===== src/design/psv_pkg.sv =====
// constants and types shared by the protection self-supervision block
package psv_pkg;

  // base clock and the millisecond time base
  localparam int CLK_HZ = 20_000_000;
  localparam int TICK_US = 1000;
  localparam int TICK_CYC = CLK_HZ / 1_000_000 * TICK_US;

  // millisecond counters share one width
  typedef logic [10:0] psv_ms_t;

  // times in milliseconds, as set for this block
  localparam int SUP_PERIOD_MS = 1000;
  localparam int LINK_WINDOW_MS = 1200;
  localparam int BLINK_HALF_MS = 500;
  localparam int LOOP_PERIOD_MS = 100;

  // the same times as counts of millisecond ticks
  localparam psv_ms_t SUP_TICKS = psv_ms_t'(SUP_PERIOD_MS * 1000 / TICK_US);
  localparam psv_ms_t WIN_TICKS = psv_ms_t'(LINK_WINDOW_MS * 1000 / TICK_US);
  localparam psv_ms_t BLINK_TICKS =
    psv_ms_t'(BLINK_HALF_MS * 1000 / TICK_US);
  localparam psv_ms_t LOOP_TICKS =
    psv_ms_t'(LOOP_PERIOD_MS * 1000 / TICK_US);

  // configuration switch fields
  localparam int CFG_W = 8;
  localparam int CFG_LIGHT_ONLY_BIT = 0;
  localparam int CFG_BO_LIGHT_BIT = 1;
  localparam int CFG_MT_EN_BIT = 2;

  // auto-configuration sequence
  typedef enum logic [1:0] {
    PSV_UNCONF = 2'b00,
    PSV_SYNC = 2'b01,
    PSV_COUNT = 2'b10,
    PSV_RUN = 2'b11
  } psv_cfg_e;

endpackage : psv_pkg


===== src/design/psv_top.sv =====
// self-supervision, indication and trip logic of the arc protection unit
`timescale 1ns/1ps

module psv_top
  import psv_pkg::*;
#(
  parameter int NUM_POINT = 14,
  parameter int NUM_LOOP = 1,
  parameter int NUM_BIN = 2,
  parameter int CNT_W = 4,
  parameter int TICK_CYCLES = TICK_CYC
) (
  // clock and reset
  input wire logic MCLK,
  input wire logic RST,
  // point sensors
  input wire logic [NUM_POINT-1:0] SENSOR_LIGHT,
  input wire logic [NUM_POINT-1:0] SENSOR_FAULT,
  // fiber loops
  output logic [NUM_LOOP-1:0] LOOP_TX,
  input wire logic [NUM_LOOP-1:0] LOOP_RX,
  // binary inputs from peer units
  input wire logic [NUM_BIN-1:0] BIN_PULSE,
  input wire logic OVERCURRENT_IN,
  input wire logic MASTER_TRIP_INPUT,
  // setup and front panel
  input wire logic [CFG_W-1:0] CFG_SW,
  input wire logic CONFIG_REQ,
  input wire logic SET_BTN,
  input wire logic SUPPLY_FAIL,
  // trip and signal outputs
  output logic [3:0] TRIP_RELAY,
  output logic FAST_TRIP_OUTPUT_A,
  output logic FAST_TRIP_OUTPUT_B,
  output logic LIGHT_BINARY_OUTPUT,
  output logic FAILURE_RELAY,
  // indicators
  output logic POWER_LED,
  output logic ERROR_LED,
  output logic [NUM_POINT+NUM_LOOP-1:0] CH_LED,
  output logic [NUM_BIN-1:0] BIN_LED,
  output logic TRIP_LED,
  output logic LIGHT_OUT_LED,
  output logic CONFIGURED
);

  localparam int NCH = NUM_POINT + NUM_LOOP;
  localparam int TCW = $clog2(TICK_CYCLES);

  typedef struct packed {
    logic [TCW-1:0] tick_cnt;
    logic tick;
    psv_ms_t sec_cnt;
    psv_ms_t win_cnt;
    psv_ms_t blink_cnt;
    psv_ms_t loop_cnt;
    logic sup_p;
    logic blink;
    logic tx;
    logic [NUM_LOOP-1:0] seen;
    logic [NUM_LOOP-1:0] loop_fault;
    logic [NUM_BIN-1:0] bin_prev;
    logic [NUM_BIN-1:0][CNT_W-1:0] cnt;
    logic [NUM_BIN-1:0][CNT_W-1:0] ref_cnt;
    logic [NUM_BIN-1:0] mism;
    psv_cfg_e cfg_state;
    logic [CFG_W-1:0] cfg_req_sw;
    logic [CFG_W-1:0] cfg_sw;
    logic [NCH-1:0] ch_lat;
    logic [NUM_BIN-1:0] bin_lat;
    logic trip_lat;
    logic bo_lat;
    logic [3:0] o_trip;
    logic o_fast;
    logic o_light_bo;
    logic o_fail;
    logic o_err;
    logic o_pwr;
    logic [NCH-1:0] o_ch_led;
    logic [NUM_BIN-1:0] o_bin_led;
    logic o_trip_led;
    logic o_bo_led;
    logic o_cfg;
  } psv_state_s;

  psv_state_s st_r;
  psv_state_s st_nxt;

  // combinational terms; all but ch_light and win_end are watched by the checks below
  logic [NCH-1:0] ch_light;
  logic [NCH-1:0] ch_fault;
  logic [CFG_W-1:0] cfg_act;
  logic light_any;
  logic trip_cond;
  logic light_src;
  logic cfg_changed;
  logic error;
  logic win_end;

  function automatic logic [CNT_W-1:0] sat_inc(input logic [CNT_W-1:0] v);
    sat_inc = (v == {CNT_W{1'b1}}) ? v : v + 1'b1;
  endfunction : sat_inc

  ////////////////////////////////////////////////////////////////////////////
  // next state

  always_comb begin
    logic [NUM_BIN-1:0] edge_in;
    edge_in = BIN_PULSE & ~st_r.bin_prev;
    st_nxt = st_r;
    st_nxt.bin_prev = BIN_PULSE;
    // millisecond enable from the clock divider
    st_nxt.tick = (st_r.tick_cnt == TCW'(TICK_CYCLES - 1));
    st_nxt.tick_cnt = st_nxt.tick ? '0 : st_r.tick_cnt + 1'b1;
    win_end = st_r.tick && (st_r.win_cnt == WIN_TICKS - 1'b1);
    if (st_r.tx) st_nxt.seen = st_r.seen | LOOP_RX;

    if (st_r.tick) begin
      // one-tick supervision pulse each second
      st_nxt.sup_p = (st_r.sec_cnt == SUP_TICKS - 1'b1);
      st_nxt.sec_cnt = st_nxt.sup_p ? '0 : st_r.sec_cnt + 1'b1;
      st_nxt.win_cnt = win_end ? '0 : st_r.win_cnt + 1'b1;
      if (st_r.blink_cnt == BLINK_TICKS - 1'b1) begin
        st_nxt.blink_cnt = '0;
        st_nxt.blink = ~st_r.blink;
      end else begin
        st_nxt.blink_cnt = st_r.blink_cnt + 1'b1;
      end
      // loop test: send for one tick, judge at its end
      if (st_r.tx) begin
        st_nxt.tx = 1'b0;
        st_nxt.loop_fault = ~(st_r.seen | LOOP_RX);
      end else if (st_r.loop_cnt == LOOP_TICKS - 1'b1) begin
        st_nxt.tx = 1'b1;
        st_nxt.seen = '0;
      end
      st_nxt.loop_cnt = (st_r.loop_cnt == LOOP_TICKS - 1'b1) ?
                        '0 : st_r.loop_cnt + 1'b1;
    end
    // only the first second of a window counts: each peer lands once
    for (int i = 0; i < NUM_BIN; i++) begin
      if (win_end) begin
        st_nxt.cnt[i] = '0;
      end else if (edge_in[i] && st_r.win_cnt < SUP_TICKS) begin
        st_nxt.cnt[i] = sat_inc(st_r.cnt[i]);
      end
    end

    // auto-configuration; a full window is counted before storing
    case (st_r.cfg_state)
      PSV_SYNC: begin
        if (win_end) begin
          st_nxt.cfg_state = PSV_COUNT;
        end
      end
      PSV_COUNT: begin
        if (win_end) begin
          st_nxt.ref_cnt = st_r.cnt;
          st_nxt.cfg_sw = st_r.cfg_req_sw;
          st_nxt.mism = '0;
          st_nxt.cfg_state = PSV_RUN;
        end
      end
      PSV_UNCONF, PSV_RUN: begin
        if (win_end && st_r.cfg_state == PSV_RUN) begin
          for (int i = 0; i < NUM_BIN; i++) begin
            st_nxt.mism[i] = (st_r.cnt[i] != st_r.ref_cnt[i]);
          end
        end
      end
      default: st_nxt.cfg_state = PSV_UNCONF;
    endcase
    if (CONFIG_REQ) begin
      st_nxt.cfg_state = PSV_SYNC;
      st_nxt.cfg_req_sw = CFG_SW;
    end

    // stored switches rule once configured, live ones before
    cfg_act = (st_r.cfg_state == PSV_RUN) ? st_r.cfg_sw : CFG_SW;
    cfg_changed = (st_r.cfg_state == PSV_RUN) && (CFG_SW != st_r.cfg_sw);

    // faulty channels are blocked, the rest keep protecting
    ch_fault = {st_r.loop_fault, SENSOR_FAULT};
    ch_light = {LOOP_RX & ~{NUM_LOOP{st_r.tx}} & ~st_r.loop_fault,
                SENSOR_LIGHT & ~SENSOR_FAULT};
    light_any = |ch_light;
    trip_cond = (cfg_act[CFG_LIGHT_ONLY_BIT] ? light_any :
                 (light_any && OVERCURRENT_IN)) ||
                (cfg_act[CFG_MT_EN_BIT] && MASTER_TRIP_INPUT);
    light_src = cfg_act[CFG_BO_LIGHT_BIT] ? light_any : trip_cond;

    // latches: a new event wins over the set button
    st_nxt.ch_lat = ch_light | (st_r.ch_lat & {NCH{~SET_BTN}});
    st_nxt.bin_lat = {MASTER_TRIP_INPUT, OVERCURRENT_IN} |
                     (st_r.bin_lat & {NUM_BIN{~SET_BTN}});
    st_nxt.trip_lat = trip_cond || (st_r.trip_lat && !SET_BTN);
    st_nxt.bo_lat = light_src || (st_r.bo_lat && !SET_BTN);

    error = (|ch_fault) || (|st_r.mism) || cfg_changed || SUPPLY_FAIL;

    // registered outputs
    st_nxt.o_trip = {4{st_nxt.trip_lat}};
    st_nxt.o_fast = st_nxt.trip_lat || st_nxt.sup_p;
    st_nxt.o_light_bo = light_src || st_nxt.sup_p;
    st_nxt.o_fail = !error;
    st_nxt.o_err = error;
    st_nxt.o_pwr = !error;
    st_nxt.o_ch_led = (ch_fault & {NCH{st_nxt.blink}}) |
                      (~ch_fault & st_nxt.ch_lat);
    st_nxt.o_bin_led = (st_nxt.mism & {NUM_BIN{st_nxt.blink}}) |
                       (~st_nxt.mism & st_nxt.bin_lat);
    st_nxt.o_trip_led = st_nxt.trip_lat;
    st_nxt.o_bo_led = st_nxt.bo_lat;
    st_nxt.o_cfg = (st_nxt.cfg_state == PSV_RUN);
  end

  ////////////////////////////////////////////////////////////////////////////
  // state register

  always_ff @(posedge MCLK or posedge RST) begin
    if (RST) begin
      st_r <= '0;
    end else begin
      st_r <= st_nxt;
    end
  end

  assign LOOP_TX = {NUM_LOOP{st_r.tx}};
  assign TRIP_RELAY = st_r.o_trip;
  assign FAST_TRIP_OUTPUT_A = st_r.o_fast;
  assign FAST_TRIP_OUTPUT_B = st_r.o_fast;
  assign LIGHT_BINARY_OUTPUT = st_r.o_light_bo;
  assign FAILURE_RELAY = st_r.o_fail;
  assign POWER_LED = st_r.o_pwr;
  assign ERROR_LED = st_r.o_err;
  assign CH_LED = st_r.o_ch_led;
  assign BIN_LED = st_r.o_bin_led;
  assign TRIP_LED = st_r.o_trip_led;
  assign LIGHT_OUT_LED = st_r.o_bo_led;
  assign CONFIGURED = st_r.o_cfg;

  ////////////////////////////////////////////////////////////////////////////
  // checks

  chk_healthy_relay_on: assert property (
    @(posedge MCLK) disable iff (RST)
    !SUPPLY_FAIL && !(|ch_fault) && !(|st_r.mism) && !cfg_changed |=>
    POWER_LED && FAILURE_RELAY && !ERROR_LED)
    else $error("healthy state without power led or relay");

  chk_supply_fail_rel: assert property (
    @(posedge MCLK) disable iff (RST)
    SUPPLY_FAIL |=> !FAILURE_RELAY && ERROR_LED && !POWER_LED)
    else $error("supply failure did not release relay");

  chk_sensor_fault_err: assert property (
    @(posedge MCLK) disable iff (RST)
    SENSOR_FAULT[0] |=> ERROR_LED && !FAILURE_RELAY)
    else $error("sensor fault did not raise error");

  chk_fault_blocks_ch: assert property (
    @(posedge MCLK) disable iff (RST)
    $rose(st_r.ch_lat[0]) |-> $past(SENSOR_LIGHT[0] && !SENSOR_FAULT[0]))
    else $error("blocked channel latched light");

  chk_recover_auto: assert property (
    @(posedge MCLK) disable iff (RST)
    !error |=> !ERROR_LED && FAILURE_RELAY)
    else $error("no automatic recovery");

  chk_mismatch_error: assert property (
    @(posedge MCLK) disable iff (RST)
    (|st_r.mism) |=> ERROR_LED)
    else $error("peer count mismatch without error");

  chk_cfg_change_err: assert property (
    @(posedge MCLK) disable iff (RST)
    cfg_changed |=> ERROR_LED && $stable(st_r.cfg_sw))
    else $error("switch change not flagged or applied");

  chk_set_clears_trip: assert property (
    @(posedge MCLK) disable iff (RST)
    SET_BTN && !trip_cond |=> !TRIP_RELAY[0] && !TRIP_LED)
    else $error("set button did not clear trip");

  chk_bo_no_latch: assert property (
    @(posedge MCLK) disable iff (RST)
    !light_src && !st_nxt.sup_p |=> !LIGHT_BINARY_OUTPUT)
    else $error("light binary output latched");

  chk_light_cur_only: assert property (
    @(posedge MCLK) disable iff (RST)
    !cfg_act[CFG_LIGHT_ONLY_BIT] && !OVERCURRENT_IN && !MASTER_TRIP_INPUT &&
    !st_r.trip_lat |=> !TRIP_RELAY[0])
    else $error("trip without overcurrent");

  chk_light_only_trip: assert property (
    @(posedge MCLK) disable iff (RST)
    cfg_act[CFG_LIGHT_ONLY_BIT] && light_any |=> &TRIP_RELAY && TRIP_LED)
    else $error("light-only mode did not trip");

  chk_master_trip: assert property (
    @(posedge MCLK) disable iff (RST)
    cfg_act[CFG_MT_EN_BIT] && MASTER_TRIP_INPUT |=> TRIP_RELAY[0] &&
    FAST_TRIP_OUTPUT_A)
    else $error("master trip did not operate outputs");

  chk_bo_light_info: assert property (
    @(posedge MCLK) disable iff (RST)
    cfg_act[CFG_BO_LIGHT_BIT] && light_any |=> LIGHT_BINARY_OUTPUT)
    else $error("light info not on binary output");

  chk_sup_pulse: assert property (
    @(posedge MCLK) disable iff (RST)
    $rose(st_r.sup_p) |-> LIGHT_BINARY_OUTPUT && FAST_TRIP_OUTPUT_B)
    else $error("supervision pulse missing");

endmodule : psv_top


===== config.mk =====
export PLATFORM = sky130hd
export DESIGN_NAME = psv_top
export DESIGN_NICKNAME = d
export VERILOG_FILES = /design/src/design/psv_pkg.sv /design/src/design/psv_top.sv
export SDC_FILE = /design/constraint.sdc
export NUM_CORES = 1
export LEC_CHECK = 0
export ABC_AREA = 1
export BUFFER_PORTS_ARGS = -buffer_cell sky130_fd_sc_hd__buf_2
export CELL_PAD_IN_SITES_DETAIL_PLACEMENT = 0
export CELL_PAD_IN_SITES_GLOBAL_PLACEMENT = 1
export CORE_MARGIN = 2
export CORE_UTILIZATION = 43
export CTS_BUF_LIST = sky130_fd_sc_hd__clkbuf_16
export DETAILED_ROUTE_END_ITERATION = 8
export PLACE_DENSITY = 0.75
export SETUP_SLACK_MARGIN = 0.2
export SYNTH_ARGS = -nofsm -noshare
export SYNTH_HDL_FRONTEND = slang
export SYNTH_SLANG_ARGS = --single-unit

===== constraint.sdc =====
create_clock -name MCLK -period 13.56 [get_ports MCLK]
set_input_delay 1.356 -clock MCLK [delete_from_list [all_inputs] [get_ports MCLK]]
set_output_delay 1.356 -clock MCLK [all_outputs]
set_load 0.01 [all_outputs]

==> metrics.yaml <==
synth_commonest_cells: "nand2_1, dfrtp_1, inv_1, nor2_1, nand3_1"
start_util_pct: 43.9
nFillCells: 1506
period_needed_ps: 2360
layoutNonFillerInstCount: 1120
ctsLongestPathBuffers: 2
powerDensity_nw_per_um2: 133
dp.cells: 1088
regArea_um2: 3600
ys_seq_area_share_pct: 51.9
slew_headroom_pct: 36.8
multi_input_area_um2: 2720
overflow: 0
ios: 77
antenna_found_initial: 0
nets: 948
post_cts_buffers: 0
required_ps: 14020
power_mw: 1.06
grt_max_degree: 86
port_buffers: 76
first_pass_iters: 4
synth_area_um2: 6940
core_um2: 15800
die-height_um: 131
clock-root-buffer: "clkbuf_16"
drive_gt1_share_pct: 13.7
hp-class: "reg -> reg"
postCtsHoldBufs: 0
synthFlopType: "dfrtp_1"
die_w_um: 131
synth_cells: 829
rows: 46
vias_per_cell: 4.83
min_period_over_period_pct: 17.4
cp_max_fo: 85
clock_sinks: 144
end_kind: "async pin"
drtIter0Drc: 329
num_antenna_cells: 0
path_class: "in -> async"
hold_viol: 0
clk_latency_ps: 420
finish.instance_area_um2: 8010
drtAntennaViolNets: 0
max_cap_viol_count: 0
grt_pass1_wl_mm: 23.9
ctsResizeCount: 0
dieArea_um2: 17200
synth_edf_count: 0
skew_ps: 8.83
async_reset_ff_share_pct: 100
rsz0062_at_grt: "false"
placed_area_um2: 7380
max_clock_freq_mhz: 424
synth_most_common_cell: "nand2_1"
synth_area_leaders: "dfrtp_1, nand2_1, inv_1, nand3_1, nor2_1"
outcome: "complete, no violations"
wire_per_inst_um: 12.4
syn_to_final_growth_pct: 15.4
setup_viol: 0
synth_nets: 886
grt_pass1_vias: 5222
grt_usage_pct: 17.6
ir_drop_uv: 86.4
cts_tree: "done"
ys.warnings.count: 0
yosysTopAreaCell: "dfrtp_1"
vias: 5409
worst_pin_slew_ps: 946
drcViolationCount: 0
arrival_ps: 2830
tns_ps: 0
ys_types: 38
htree_num_levels: 4
avgSynthCellArea_um2: 8.38
crit_path_start_kind: "primary input"
p_leak_nw: 4.14
path_clk_slew_ps: 60
gp_congestion: 0.840
slew_viol_final: 0
synth_top_area_share_pct: 51.9
ys_ff_latch: 144
wirelength_mm: 13.9
hpwl_mm: 9.83
cts_made_buffers: 17
per-stage QoR:
step,hold slack [ps],util [%],worst slack (ps)
after floorplan,433,-,8340
after global placement,448,46.6,10700
after detailed placement,456,46.6,10670
after CTS,467,50.6,11140
after global routing,487,50.6,10960
final,461,50.6,11200
layout by cell type (no fill, tap or decap), types with 24 or more instances in the layout:
cell / Yosys / final
nor2_1: 63 / 63
nor3_1: 27 / 27
inv_1: 98 / 97
nand2_1: 236 / 236
dfrtp_1: 144 / 144
a21oi_1: 24 / 24
nand4_1: 25 / 25
nand3_1: 50 / 50
buf_2: 2 / 76
o21ai_0: 43 / 43
cell type report:
type / count / share of cell area [%]
Clock inverter: 15 / 2.58
Inverter: 102 / 4.93
Tap cell: 216 / 3.37
Multi-Input combinational cell: 548 / 33.9
Timing Repair Buffer: 78 / 4.93
Clock buffer: 17 / 5.31
Sequential cell: 144 / 45.0
critical path: stages:
cell	delay, ps
buf_2	120
inv_6	530
buf_4	730
path summary, 6_finish.rpt:
check                                 to  cells after the start  slack (ps)       from
setup / recovery               st_r[127]                      3       11200        RST
hold / removal                 st_r[136]                      1         460  st_r[136]
setup reg to reg              CONFIGURED                      8       11370  st_r[135]
hold reg to reg                st_r[136]                      1         460  st_r[136]
max in group MCLK          TRIP_RELAY[0]                      1       11210   TRIP_LED
min in group asynchronous      st_r[148]                      2        1090        RST
state kept, by name (all words and copies together), names as in the netlist:
register and cells:
TRIP_LED 1, ERROR_LED 1, st_r 118, CONFIGURED 1, LIGHT_BINARY_OUTPUT 1, LOOP_TX 1, CH_LED 15, ch_fault 1
POWER_LED 1, BIN_LED 2, LIGHT_OUT_LED 1, FAST_TRIP_OUTPUT_A 1
per-layer routing:
layer,global-route usage (%),part of all wire (%),vias to the layer above
met1,23.5,48,2540
met2,27.9,47,89
met3,4.59,3.7,20
met4,6.07,1.6,0
met5,0,0,-
li1,-,-,2760
kinds of logic (layout without fill, tap and decap cells):
logic type,count (synthesis),count (layout),share of synthesized area (%)
AO/OA/AOI/OAI,76,76,5.84
flip-flops,144,144,51.9
XOR/XNOR,34,34,4.56
buffers and inverters,137,212,8.96
adder cells (fa/ha/maj),11,11,1.98
AND/OR/NAND/NOR,427,427,26.8
where the power goes:
group | internal [mW] | switching (mW) | leakage (nW)
Sequential | 0.453 | 0.0217 | 1.87
Combinational | 0.0376 | 0.0535 | 1.97
Clock | 0.310 | 0.189 | 0.293
(Power assumes the default switching activity.)
